==> src/crf_map.vh <==
// Register map, field positions, vectors and command codes of the core
`ifndef CRF_MAP_VH
`define CRF_MAP_VH
// APB byte offsets
`define CRF_OFF_ACC 8'h00
`define CRF_OFF_IDX 8'h04
`define CRF_OFF_SP 8'h08
`define CRF_OFF_PC 8'h0c
`define CRF_OFF_FLAGS 8'h10
`define CRF_OFF_CMD 8'h14
`define CRF_OFF_STAT 8'h18
// Flag register bit positions
`define CRF_FV 7
`define CRF_FH 4
`define CRF_FI 3
`define CRF_FN 2
`define CRF_FZ 1
`define CRF_FC 0
`define CRF_FL_ONES 8'h60
`define CRF_FL_RST 8'h68
// Reset values and vectors
`define CRF_SP_RST 16'h00ff
`define CRF_SP_LOW 8'hff
`define CRF_VEC_RST 16'hfffe
`define CRF_VEC_SWI 16'hfffc
`define CRF_VEC_MON 16'hfefc
`define CRF_VEC_IRQ0 16'hfffa
`define CRF_VEC_IRQ1 16'hfff8
// Soft trap opcode value is arbitrary
`define CRF_OP_TRAP 8'h83
// Oscillator stabilisation after deep halt, in clock cycles
`define CRF_STAB_CYC 13'd4096
// Stack byte indices
`define CRF_B_PCL 3'd0
`define CRF_B_PCH 3'd1
`define CRF_B_X 3'd2
`define CRF_B_ACC 3'd3
`define CRF_B_CCR 3'd4
// Command register fields and status bits
`define CRF_CMD_OP 4:0
`define CRF_CMD_ARG 23:8
`define CRF_ST_BUSY 0
`define CRF_ST_HALT 1
`define CRF_ST_BRK 2
`define CRF_ST_IR 15:8
// Command codes
`define CRF_C_NOP 5'h00
`define CRF_C_LDA 5'h01
`define CRF_C_ADD 5'h02
`define CRF_C_ADC 5'h03
`define CRF_C_SUB 5'h04
`define CRF_C_AND 5'h05
`define CRF_C_ASL 5'h06
`define CRF_C_LDX 5'h07
`define CRF_C_LDH 5'h08
`define CRF_C_PSHA 5'h09
`define CRF_C_PULA 5'h0a
`define CRF_C_RSP 5'h0b
`define CRF_C_CLI 5'h0c
`define CRF_C_SEI 5'h0d
`define CRF_C_WAIT 5'h0e
`define CRF_C_STOP 5'h0f
`define CRF_C_SWI 5'h10
`define CRF_C_RTI 5'h11
`define CRF_C_JMP 5'h12
`define CRF_C_FETCH 5'h13
`endif

==> src/crf_core.v <==
// Programmer-visible core registers, flags, stacking and halt/break sequencing
// What this block does
// - 8-bit working register feeds and receives ALU operations.
// - 16-bit index pair, high and low bytes separately loadable.
// - Any reset loads stack pointer with 00ff.
// - Stack low-byte reload sets low byte to ff, high byte kept.
// - Stack pointer decrements on push, increments on pull.
// - Fetch pointer advances per fetch; jumps and interrupts load it.
// - Reset loads fetch pointer from vector at fffe and ffff.
// - Flag register holds mask and five flags; bits 6 and 5 read one.
// - Overflow flag set on two's complement overflow, else cleared.
// - Nibble carry set on carry from bit 3 to 4 in adds.
// - Mask blocks interrupts; set after stacking, before vector fetch.
// - Interrupt entry does not stack the index high byte.
// - With mask clear, highest-priority pending request is served first.
// - Return from handler restores registers and mask from the stack.
// - Reset sets the mask; the mask-clear op and both halts clear it, and returns reload it from the stack.
// - Negative flag follows bit 7 of the result.
// - Zero flag set when result is 00.
// - Carry flag from bit-7 carry, subtract borrow, or shifts.
// - Idle halt clears mask, stops clock; interrupt wake keeps it clear.
// - Deep halt clears mask; clock restarts after stabilisation delay.
// - Break loads trap opcode and vector fffc, or fefc in monitor mode.
// - Break starts after current operation completes.
// - Return in break routine ends break once request is gone.
//
// Register access over APB and the address map were decided locally.
`timescale 1ns/10ps
`include "crf_map.vh"

module crf_core (
    input wire pclk,
    input wire presetn,
    input wire [7:0] paddr,
    input wire psel,
    input wire penable,
    input wire pwrite,
    input wire [31:0] pwdata,
    output reg [31:0] prdata,
    output reg pready,
    output reg pslverr,
    output reg [15:0] mem_addr,
    output reg [7:0] mem_wdata,
    output reg mem_we,
    output reg mem_re,
    input wire [7:0] mem_rdata,
    input wire [1:0] irq_req,
    input wire brk_req,
    input wire monitor_mode,
    output reg [7:0] instr_reg,
    output reg core_clk_en,
    output reg brk_active
);
    localparam [6:0] S_IDLE = 7'h01;
    localparam [6:0] S_PUSH = 7'h02;
    localparam [6:0] S_PULL = 7'h04;
    localparam [6:0] S_VEC = 7'h08;
    localparam [6:0] S_FET = 7'h10;
    localparam [6:0] S_HALT = 7'h20;
    localparam [6:0] S_STAB = 7'h40;

    reg [1:0] irq_m_r, irq_s_r;
    reg brk_m_r, brk_s_r, mon_m_r, mon_s_r;
    reg [6:0] st_r;
    reg [7:0] acc_r, fl_r;
    reg [15:0] idx_r, sp_r, pc_r, vec_r, cmd_arg_r;
    reg [1:0] ph_r;
    reg [2:0] bi_r, be_r;
    reg ent_r, stop_r, cmd_pend_r;
    reg [4:0] cmd_op_r;
    reg [12:0] stab_r;
    reg [7:0] alu_res, alu_fl, pbyte;
    reg [31:0] rd_w;
    reg err_w;

    // Flag register view with the two fixed ones
    // fixed ones
    wire [7:0] ccr_w = fl_r | `CRF_FL_ONES;
    wire [7:0] m_w = cmd_arg_r[7:0];
    wire cin_w = (cmd_op_r == `CRF_C_ADC) & fl_r[`CRF_FC];
    wire [8:0] add9 = {1'b0, acc_r} + {1'b0, m_w} + {8'h00, cin_w};
    wire [4:0] nib = {1'b0, acc_r[3:0]} + {1'b0, m_w[3:0]} + {4'h0, cin_w};
    wire [8:0] sub9 = {1'b0, acc_r} - {1'b0, m_w};
    wire apb_acc = psel & penable & pready & ~pslverr;
    wire apb_wr = apb_acc & pwrite;
    wire brk_pend = brk_s_r & ~brk_active;
    wire irq_pend = (|irq_s_r) & ~fl_r[`CRF_FI];
    wire busy_w = (st_r != S_IDLE) | cmd_pend_r;

    // Pin inputs pass two flops; only the second stage is read
    always @(posedge pclk or negedge presetn) begin
        if (!presetn) begin
            irq_m_r <= 2'h0;
            irq_s_r <= 2'h0;
            brk_m_r <= 1'b0;
            brk_s_r <= 1'b0;
            mon_m_r <= 1'b0;
            mon_s_r <= 1'b0;
        end else begin
            irq_m_r <= irq_req;
            irq_s_r <= irq_m_r;
            brk_m_r <= brk_req;
            brk_s_r <= brk_m_r;
            mon_m_r <= monitor_mode;
            mon_s_r <= mon_m_r;
        end
    end

    // ALU result and flags for the pending command
    always @* begin
        alu_res = acc_r;
        alu_fl = fl_r;
        case (cmd_op_r)
            `CRF_C_ADD, `CRF_C_ADC: begin
                alu_res = add9[7:0];
                alu_fl[`CRF_FH] = nib[4];
                alu_fl[`CRF_FC] = add9[8];
                alu_fl[`CRF_FV] = (acc_r[7] == m_w[7]) && (add9[7] != acc_r[7]);
            end
            `CRF_C_SUB: begin
                alu_res = sub9[7:0];
                alu_fl[`CRF_FC] = sub9[8];
                alu_fl[`CRF_FV] = (acc_r[7] != m_w[7]) && (sub9[7] != acc_r[7]);
            end
            `CRF_C_AND: begin
                alu_res = acc_r & m_w;
                alu_fl[`CRF_FV] = 1'b0;
            end
            `CRF_C_ASL: begin
                alu_res = {acc_r[6:0], 1'b0};
                alu_fl[`CRF_FC] = acc_r[7];
                alu_fl[`CRF_FV] = acc_r[7] ^ acc_r[6];
            end
            `CRF_C_LDA: begin
                alu_res = m_w;
                alu_fl[`CRF_FV] = 1'b0;
            end
            default: begin
                alu_res = acc_r;
            end
        endcase
        alu_fl[`CRF_FN] = alu_res[7];
        alu_fl[`CRF_FZ] = (alu_res == 8'h00);
    end

    // Byte to push for the current stack index
    always @* begin
        case (bi_r)
            `CRF_B_PCL: pbyte = pc_r[7:0];
            `CRF_B_PCH: pbyte = pc_r[15:8];
            // only the low index byte is stacked
            `CRF_B_X: pbyte = idx_r[7:0];
            `CRF_B_ACC: pbyte = acc_r;
            default: pbyte = ccr_w;
        endcase
    end

    // Read decode and refusal check, evaluated in the setup cycle
    always @* begin
        rd_w = 32'h0000_0000;
        err_w = 1'b0;
        if (paddr == `CRF_OFF_ACC) begin
            rd_w[7:0] = acc_r;
            err_w = pwrite & (st_r != S_IDLE);
        end else if (paddr == `CRF_OFF_IDX) begin
            rd_w[15:0] = idx_r;
            err_w = pwrite & (st_r != S_IDLE);
        end else if (paddr == `CRF_OFF_SP) begin
            rd_w[15:0] = sp_r;
            err_w = pwrite & (st_r != S_IDLE);
        end else if (paddr == `CRF_OFF_PC) begin
            rd_w[15:0] = pc_r;
            err_w = pwrite & (st_r != S_IDLE);
        end else if (paddr == `CRF_OFF_FLAGS) begin
            rd_w[7:0] = ccr_w;
            err_w = pwrite & (st_r != S_IDLE);
        end else if (paddr == `CRF_OFF_CMD) begin
            rd_w[4:0] = cmd_op_r;
            rd_w[23:8] = cmd_arg_r;
            err_w = pwrite & cmd_pend_r;
        end else if (paddr == `CRF_OFF_STAT) begin
            rd_w[`CRF_ST_BUSY] = busy_w;
            rd_w[`CRF_ST_HALT] = (st_r == S_HALT) | (st_r == S_STAB);
            rd_w[`CRF_ST_BRK] = brk_active;
            rd_w[`CRF_ST_IR] = instr_reg;
            err_w = pwrite;
        end else begin
            err_w = 1'b1;
        end
    end

    // APB slave: answer registered in setup, one access cycle always
    always @(posedge pclk or negedge presetn) begin
        if (!presetn) begin
            prdata <= 32'h0000_0000;
            pready <= 1'b0;
            pslverr <= 1'b0;
        end else if (psel & ~penable) begin
            prdata <= pwrite ? 32'h0000_0000 : rd_w;
            pready <= 1'b1;
            pslverr <= err_w;
        end else begin
            pready <= 1'b0;
            pslverr <= 1'b0;
        end
    end

    // Core sequencer; it stays in idle while an APB transfer is open
    always @(posedge pclk or negedge presetn) begin
        if (!presetn) begin
            st_r <= S_VEC;
            acc_r <= 8'h00;
            idx_r <= 16'h0000;
            sp_r <= `CRF_SP_RST;
            pc_r <= 16'h0000;
            fl_r <= `CRF_FL_RST;
            vec_r <= `CRF_VEC_RST;
            ph_r <= 2'd0;
            bi_r <= 3'd0;
            be_r <= 3'd0;
            ent_r <= 1'b0;
            stop_r <= 1'b0;
            stab_r <= 13'd0;
            cmd_pend_r <= 1'b0;
            cmd_op_r <= `CRF_C_NOP;
            cmd_arg_r <= 16'h0000;
            instr_reg <= 8'h00;
            brk_active <= 1'b0;
            core_clk_en <= 1'b1;
            mem_addr <= 16'h0000;
            mem_wdata <= 8'h00;
            mem_we <= 1'b0;
            mem_re <= 1'b0;
        end else begin
            mem_we <= 1'b0;
            mem_re <= 1'b0;
            // Command write is taken whatever the state
            if (apb_wr && paddr == `CRF_OFF_CMD) begin
                cmd_pend_r <= 1'b1;
                cmd_op_r <= pwdata[`CRF_CMD_OP];
                cmd_arg_r <= pwdata[`CRF_CMD_ARG];
            end
            case (st_r)
                S_IDLE: begin
                    if (psel) begin
                        if (apb_wr && paddr == `CRF_OFF_ACC)
                            acc_r <= pwdata[7:0];
                        if (apb_wr && paddr == `CRF_OFF_IDX)
                            idx_r <= pwdata[15:0];
                        if (apb_wr && paddr == `CRF_OFF_SP)
                            sp_r <= pwdata[15:0];
                        if (apb_wr && paddr == `CRF_OFF_PC)
                            pc_r <= pwdata[15:0];
                        // software write may set mask, never clear it
                        if (apb_wr && paddr == `CRF_OFF_FLAGS)
                            fl_r <= (pwdata[7:0] & ~`CRF_FL_ONES)
                                | (fl_r & (8'h01 << `CRF_FI));
                    // break waits for the running operation
                    end else if (brk_pend) begin
                        instr_reg <= `CRF_OP_TRAP;
                        vec_r <= mon_s_r ? `CRF_VEC_MON : `CRF_VEC_SWI;
                        brk_active <= 1'b1;
                        st_r <= S_PUSH;
                        bi_r <= `CRF_B_PCL;
                        be_r <= `CRF_B_CCR;
                        ent_r <= 1'b1;
                    end else if (irq_pend) begin
                        vec_r <= irq_s_r[0] ? `CRF_VEC_IRQ0 : `CRF_VEC_IRQ1;
                        st_r <= S_PUSH;
                        bi_r <= `CRF_B_PCL;
                        be_r <= `CRF_B_CCR;
                        ent_r <= 1'b1;
                    end else if (cmd_pend_r) begin
                        cmd_pend_r <= 1'b0;
                        case (cmd_op_r)
                            `CRF_C_LDA, `CRF_C_ADD, `CRF_C_ADC, `CRF_C_SUB,
                            `CRF_C_AND, `CRF_C_ASL: begin
                                acc_r <= alu_res;
                                fl_r <= alu_fl;
                            end
                            `CRF_C_LDX: idx_r[7:0] <= m_w;
                            `CRF_C_LDH: idx_r[15:8] <= m_w;
                            `CRF_C_PSHA: begin
                                st_r <= S_PUSH;
                                bi_r <= `CRF_B_ACC;
                                be_r <= `CRF_B_ACC;
                                ent_r <= 1'b0;
                            end
                            `CRF_C_PULA: begin
                                st_r <= S_PULL;
                                ph_r <= 2'd0;
                                bi_r <= `CRF_B_ACC;
                                be_r <= `CRF_B_ACC;
                            end
                            `CRF_C_RSP: sp_r[7:0] <= `CRF_SP_LOW;
                            // this op clears the mask; both halts and stack pulls can also clear it
                            `CRF_C_CLI: fl_r[`CRF_FI] <= 1'b0;
                            `CRF_C_SEI: fl_r[`CRF_FI] <= 1'b1;
                            `CRF_C_WAIT, `CRF_C_STOP: begin
                                // halt clears mask and stops clock
                                fl_r[`CRF_FI] <= 1'b0;
                                stop_r <= (cmd_op_r == `CRF_C_STOP);
                                core_clk_en <= 1'b0;
                                st_r <= S_HALT;
                            end
                            `CRF_C_SWI: begin
                                instr_reg <= `CRF_OP_TRAP;
                                vec_r <= `CRF_VEC_SWI;
                                st_r <= S_PUSH;
                                bi_r <= `CRF_B_PCL;
                                be_r <= `CRF_B_CCR;
                                ent_r <= 1'b1;
                            end
                            `CRF_C_RTI: begin
                                st_r <= S_PULL;
                                ph_r <= 2'd0;
                                bi_r <= `CRF_B_CCR;
                                be_r <= `CRF_B_PCL;
                            end
                            `CRF_C_JMP: pc_r <= cmd_arg_r;
                            `CRF_C_FETCH: begin
                                st_r <= S_FET;
                                ph_r <= 2'd0;
                            end
                            default: begin
                                cmd_pend_r <= 1'b0;
                            end
                        endcase
                    end
                end
                S_PUSH: begin
                    mem_we <= 1'b1;
                    mem_addr <= sp_r;
                    mem_wdata <= pbyte;
                    sp_r <= sp_r - 16'h0001;
                    if (bi_r == be_r) begin
                        if (ent_r) begin
                            // mask set after stacking, before vector
                            fl_r[`CRF_FI] <= 1'b1;
                            st_r <= S_VEC;
                            ph_r <= 2'd0;
                            bi_r <= 3'd0;
                        end else begin
                            st_r <= S_IDLE;
                        end
                    end else begin
                        bi_r <= bi_r + 3'd1;
                    end
                end
                S_PULL: begin
                    if (ph_r == 2'd0) begin
                        sp_r <= sp_r + 16'h0001;
                        mem_addr <= sp_r + 16'h0001;
                        mem_re <= 1'b1;
                        ph_r <= 2'd1;
                    end else if (ph_r == 2'd1) begin
                        ph_r <= 2'd2;
                    end else begin
                        // registers and mask restored from stack
                        case (bi_r)
                            `CRF_B_CCR: fl_r <= mem_rdata & ~`CRF_FL_ONES;
                            `CRF_B_ACC: acc_r <= mem_rdata;
                            `CRF_B_X: idx_r[7:0] <= mem_rdata;
                            `CRF_B_PCH: pc_r[15:8] <= mem_rdata;
                            default: pc_r[7:0] <= mem_rdata;
                        endcase
                        ph_r <= 2'd0;
                        if (bi_r == be_r) begin
                            st_r <= S_IDLE;
                            // break ends only once request dropped
                            if (be_r == `CRF_B_PCL && !brk_s_r)
                                brk_active <= 1'b0;
                        end else begin
                            bi_r <= bi_r - 3'd1;
                        end
                    end
                end
                S_VEC: begin
                    if (ph_r == 2'd0) begin
                        mem_addr <= vec_r + {13'h0000, bi_r};
                        mem_re <= 1'b1;
                        ph_r <= 2'd1;
                    end else if (ph_r == 2'd1) begin
                        ph_r <= 2'd2;
                    end else begin
                        ph_r <= 2'd0;
                        // vector high byte first, then low byte
                        if (bi_r == 3'd0) begin
                            pc_r[15:8] <= mem_rdata;
                            bi_r <= 3'd1;
                        end else begin
                            pc_r[7:0] <= mem_rdata;
                            ent_r <= 1'b0;
                            st_r <= S_IDLE;
                        end
                    end
                end
                S_FET: begin
                    if (ph_r == 2'd0) begin
                        mem_addr <= pc_r;
                        mem_re <= 1'b1;
                        pc_r <= pc_r + 16'h0001;
                        ph_r <= 2'd1;
                    end else if (ph_r == 2'd1) begin
                        ph_r <= 2'd2;
                    end else begin
                        instr_reg <= mem_rdata;
                        ph_r <= 2'd0;
                        st_r <= S_IDLE;
                    end
                end
                S_HALT: begin
                    // Wake on either interrupt request line; mask stays clear so it is taken next
                    if (|irq_s_r) begin
                        if (stop_r) begin
                            stab_r <= `CRF_STAB_CYC;
                            st_r <= S_STAB;
                        end else begin
                            core_clk_en <= 1'b1;
                            st_r <= S_IDLE;
                        end
                    end
                end
                S_STAB: begin
                    // clock restarts after the full delay
                    if (stab_r == 13'd1) begin
                        core_clk_en <= 1'b1;
                        st_r <= S_IDLE;
                    end
                    stab_r <= stab_r - 13'd1;
                end
                default: begin
                    st_r <= S_IDLE;
                end
            endcase
        end
    end
endmodule // crf_core

==> config.mk <==
export PLATFORM = sky130hd
export DESIGN_NAME = crf_core
export DESIGN_NICKNAME = d
export VERILOG_FILES = /design/src/crf_core.v
export VERILOG_INCLUDE_DIRS = /design/src
export SDC_FILE = /design/constraint.sdc
export NUM_CORES = 1
export LEC_CHECK = 0
export BUFFER_PORTS_ARGS = -buffer_cell sky130_fd_sc_hd__buf_2
export CORE_ASPECT_RATIO = 0.5
export CORE_UTILIZATION = 54
export CTS_CLUSTER_SIZE = 28
export DETAILED_ROUTE_END_ITERATION = 8
export PLACE_DENSITY = 0.77
export SLEW_MARGIN = 25
export SYNTH_ARGS = -nofsm -noshare
export SYNTH_HDL_FRONTEND = slang
export SYNTH_SLANG_ARGS = --single-unit
==> constraint.sdc <==
create_clock -name pclk -period 3.4 [get_ports pclk]
set_input_delay 0.51 -clock pclk [delete_from_list [all_inputs] [get_ports pclk]]
set_output_delay 0.51 -clock pclk [all_outputs]
set_load 0.02 [all_outputs]
==> impl_metrics.csv <==
group,metric,value,unit
status,status,"finished clean",
setup_path,end_kind,"flip-flop",
power,power_density,695.9,nW/um^2
setup_path,timing.rr.start,"cmd_op_r[3]$_DFFE_PN0P_",
drt,postRouteAntennaNets,0,
setup_path,crit_type,"flip-flop to flip-flop",
floorplan,die_width,214.6,um
layout,regMostFlops,"prdata",
yosys,yosys.area_share.adder,3.835,%
drt,dr_wl_met2,18170,um
setup_path,arrival,3.65,ns
setup_path,r2r_cells,12,
floorplan,coreArea,21920,sq um
yosys,synth_seq_cells,186,
yosys,synthFlopType,"dfrtp_1",
drt,totalWireLength,46100,um
clock_tree,cts_hold_buf,0,
clock_tree,clockRootBuffer,"clkbuf_16",
setup_path,worstPathMaxFanout,4,
drt,viasPerCell,6.821,
sta,hold_violations,0,
setup_path,worstPathRequired,3.79,ns
global_route,grt_pass1_wl,69060,um
clock_tree,cts_tree,"yes",
clock_tree,numCtsBuffers,17,
placement,gp_congestion,1.038,
power,p_leak,6.121,nW
yosys,synth_edf_count,0,
setup_path,r2r_slack,0.14,ns
global_route,grt_start_max_net_pins,85,
yosys,synth_top_family_by_area,"compound AO/OA/AOI/OAI gates",
sta,worst_slew_pin_slew,0.9878,ns
yosys,postSynthCellCount,1422,
drt,drc,0,
global_route,grt_usage,40.16,%
sta,setup_violations,0,
drt,drt_iter0_drc,1808,
yosys,syn_avg_cell_area,8.581,sq um
sta,rsz0062_at_grt,"true",
layout,design_area,13870,sq um
global_route,grt_antenna_before_repair,2,
global_route,grt_overflow,0,
yosys,synth_area,12200,sq um
layout,final_util,63.28,%
sta,relSlewSlack,34.01,%
sta,fin_ws,0.1386,ns
setup_path,crit_start,"cmd_op_r[3]$_DFFE_PN0P_",
placement,post_dp_cell_area,13280,sq um
drt,vias,12510,
yosys,yosys.area_share.simple,20.51,%
sta,timing.fmax,306.6,MHz
yosys,yosysWarnings,0,
floorplan,ios,127,
drt,wl_met1,19220,um
drt,met3_wirelength,7548,um
placement,place_ws,-0.02345,ns
yosys,synth-compound-area-share,25.94,%
yosys,async_flop_share,100.0,%
placement,port-buffer-count,110,
layout,layout-drive-gt1-share,19.24,%
setup_path,startpoint_type,"flip-flop",
sta,fin_crit_sh,95.92,%
layout,largest_register_ff_count,24,
sta,finalCriticalPeriod,3.261,ns
clock_tree,h-tree-depth,4,
drt,wl_per_cell,25.14,um
floorplan,die_h,108.3,um
floorplan,initial_core_util,55.67,%
clock_tree,cts.sinks,186,
sta,slew_viol_final,0,
clock_tree,clock_latency,0.47,ns
yosys,synth_mux_area_share,3.958,%
sta,whs,0.09068,ns
yosys,synthXorXnorAreaFrac,2.441,%
clock_tree,post_cts_buffers,0,
placement,dp_hpwl,34720,um
flow_run,drv_cap,0,
power,total_power,9.653,mW
clock_tree,clk_path_buf_depth,2,
layout,finalNetCount,1612,
layout,area_growth,13.68,%
floorplan,rows,38,
min_path,hold_class,"input pin to asynchronous set/reset pin",
drt,dr.pass1.iters,8,
clock_tree,clk_pin_slew_worst_paths,0.07,ns
global_route,grt_pass1_vias,11290,
setup_path,crit_end,"fl_r[1]$_DFFE_PN0P_",
setup_path,r2r_end,"fl_r[1]$_DFFE_PN0P_",
sta,skew,0.01314,ns
yosys,yosysSeqAreaShare,38.29,%
yosys,synth_cell_types,92,
drt,routed.top_layer,"met5",
power,peakVddDrop,0.0004280,V
floorplan,die_area,23240,sq um
synthesized netlist by cell type, types with 16 or more instances:
library cell  count  share of area, %
a211oi_1         16              0.98
a21oi_1         115               4.7
a221oi_1         25               1.8
a22oi_1          35               2.2
and3_1           20               1.0
clkbuf_1         77               2.4
dfrtp_1         172                35
ha_1             31               3.2
inv_1            38               1.2
mux2_2           16               1.5
mux2i_1          19               1.6
nand2_1         187               5.8
nand3_1          41               1.7
nor2_1          115               3.5
nor3_1           29               1.2
o21ai_0         112               4.6
o2bb2ai_1        20               1.4
xnor2_1          20               1.4
critical path, stage by stage, from the launching register on:
cell and delay, ns:
dfrtp_1 0.39, nor3_2 0.21, nand4_1 0.15, fa_2 0.40, fa_2 0.37, o21bai_1 0.18
a21oi_2 0.11, a221o_1 0.32, a221oi_2 0.24, buf_4 0.16, nand4_1 0.09, or4_1 0.48
o21ai_1 0.12
worst min path at each step:
stage	endpoint	slack, ns	cells past startpoint
finish	mon_m_r$_DFF_PN0_	0.09	1
global route	irq_m_r[1]$_DFF_PN0_	0.14	1
CTS	mon_m_r$_DFF_PN0_	0.14	1
detailed placement	brk_s_r$_DFF_PN0_	0.34	0
global placement	brk_s_r$_DFF_PN0_	0.33	0
floorplan	acc_r[0]$_DFFE_PN0P_	0.21	0
logic make-up after synthesis:
group	Yosys count
AOI/OAI and AO/OA	469
xor gates and xnor gates	34
adders and majority gates	35
buffers and inverters	148
DFF	186
muxes	40
other	1
and+or+nand+nor	509
layout make-up:
cell class | count | area (sq um)
Antenna cell | 1 | 2.502
Clock buffer | 23 | 488.0
Clock inverter | 9 | 90.09
Fill cell | 1943 | 8048
Inverter | 39 | 146.4
Multi-Input combinational cell | 1095 | 6979
Sequential cell | 186 | 4672
Tap cell | 300 | 375.4
Timing Repair Buffer | 181 | 1117
cell usage in the layout (no fill, tap or decap), types with 7 or more instances in the layout:
cell type / Yosys / final
mux2i_1: 19 / 19
inv_1: 38 / 38
a21oi_1: 115 / 114
ha_1: 31 / 31
dfrtp_1: 172 / 172
nor3_1: 29 / 28
nand4_1: 10 / 10
nand2b_1: 14 / 14
nand2_1: 187 / 187
a22oi_1: 35 / 35
dfstp_2: 14 / 14
o221ai_1: 7 / 7
o22ai_1: 7 / 7
nor2_1: 115 / 115
a21o_1: 13 / 13
a22o_1: 12 / 12
a211oi_1: 16 / 16
buf_4: 9 / 69
conb_1: 1 / 8
buf_2: 9 / 109
o2bb2ai_1: 20 / 20
a221o_1: 9 / 9
and3_1: 20 / 20
o31ai_1: 8 / 8
or2_2: 7 / 7
and2_1: 8 / 8
a31oi_1: 13 / 13
nand3_1: 41 / 41
xor2_1: 14 / 14
clkbuf_16: 0 / 17
xnor2_1: 20 / 20
o21ai_0: 112 / 110
mux2_2: 16 / 16
nor4_1: 10 / 10
a221oi_1: 25 / 24
or3_1: 10 / 10
nor2b_1: 14 / 14
layer usage:
metal	track usage, %	up-vias
li1	-	5419
met1	57.80	6050
met2	54.75	931
met3	15.92	105
met4	11.99	4
met5	0	-
power by group:
group | internal [mW] | switching [mW] | leakage [nW]
Combinational | 1.61 | 2.34 | 3.58
Sequential | 2.80 | 0.904 | 2.27
Clock | 1.09 | 0.913 | 0.268
Total | 5.50 | 4.15 | 6.12
timing repair:
action,in CTS,in global routing
pin swaps,0,1
endpoints found under the setup margin,1,1
gates cloned,0,0
resized for setup,1,5
metrics by stage:
stage	instances	setup TNS, ns
finish	1834	0
global route	1833	-0.03725
CTS	1833	0
detailed placement	1801	-0.02345
global placement	1801	0
floorplan	1429	0
Power figures use the tool's default switching activity.
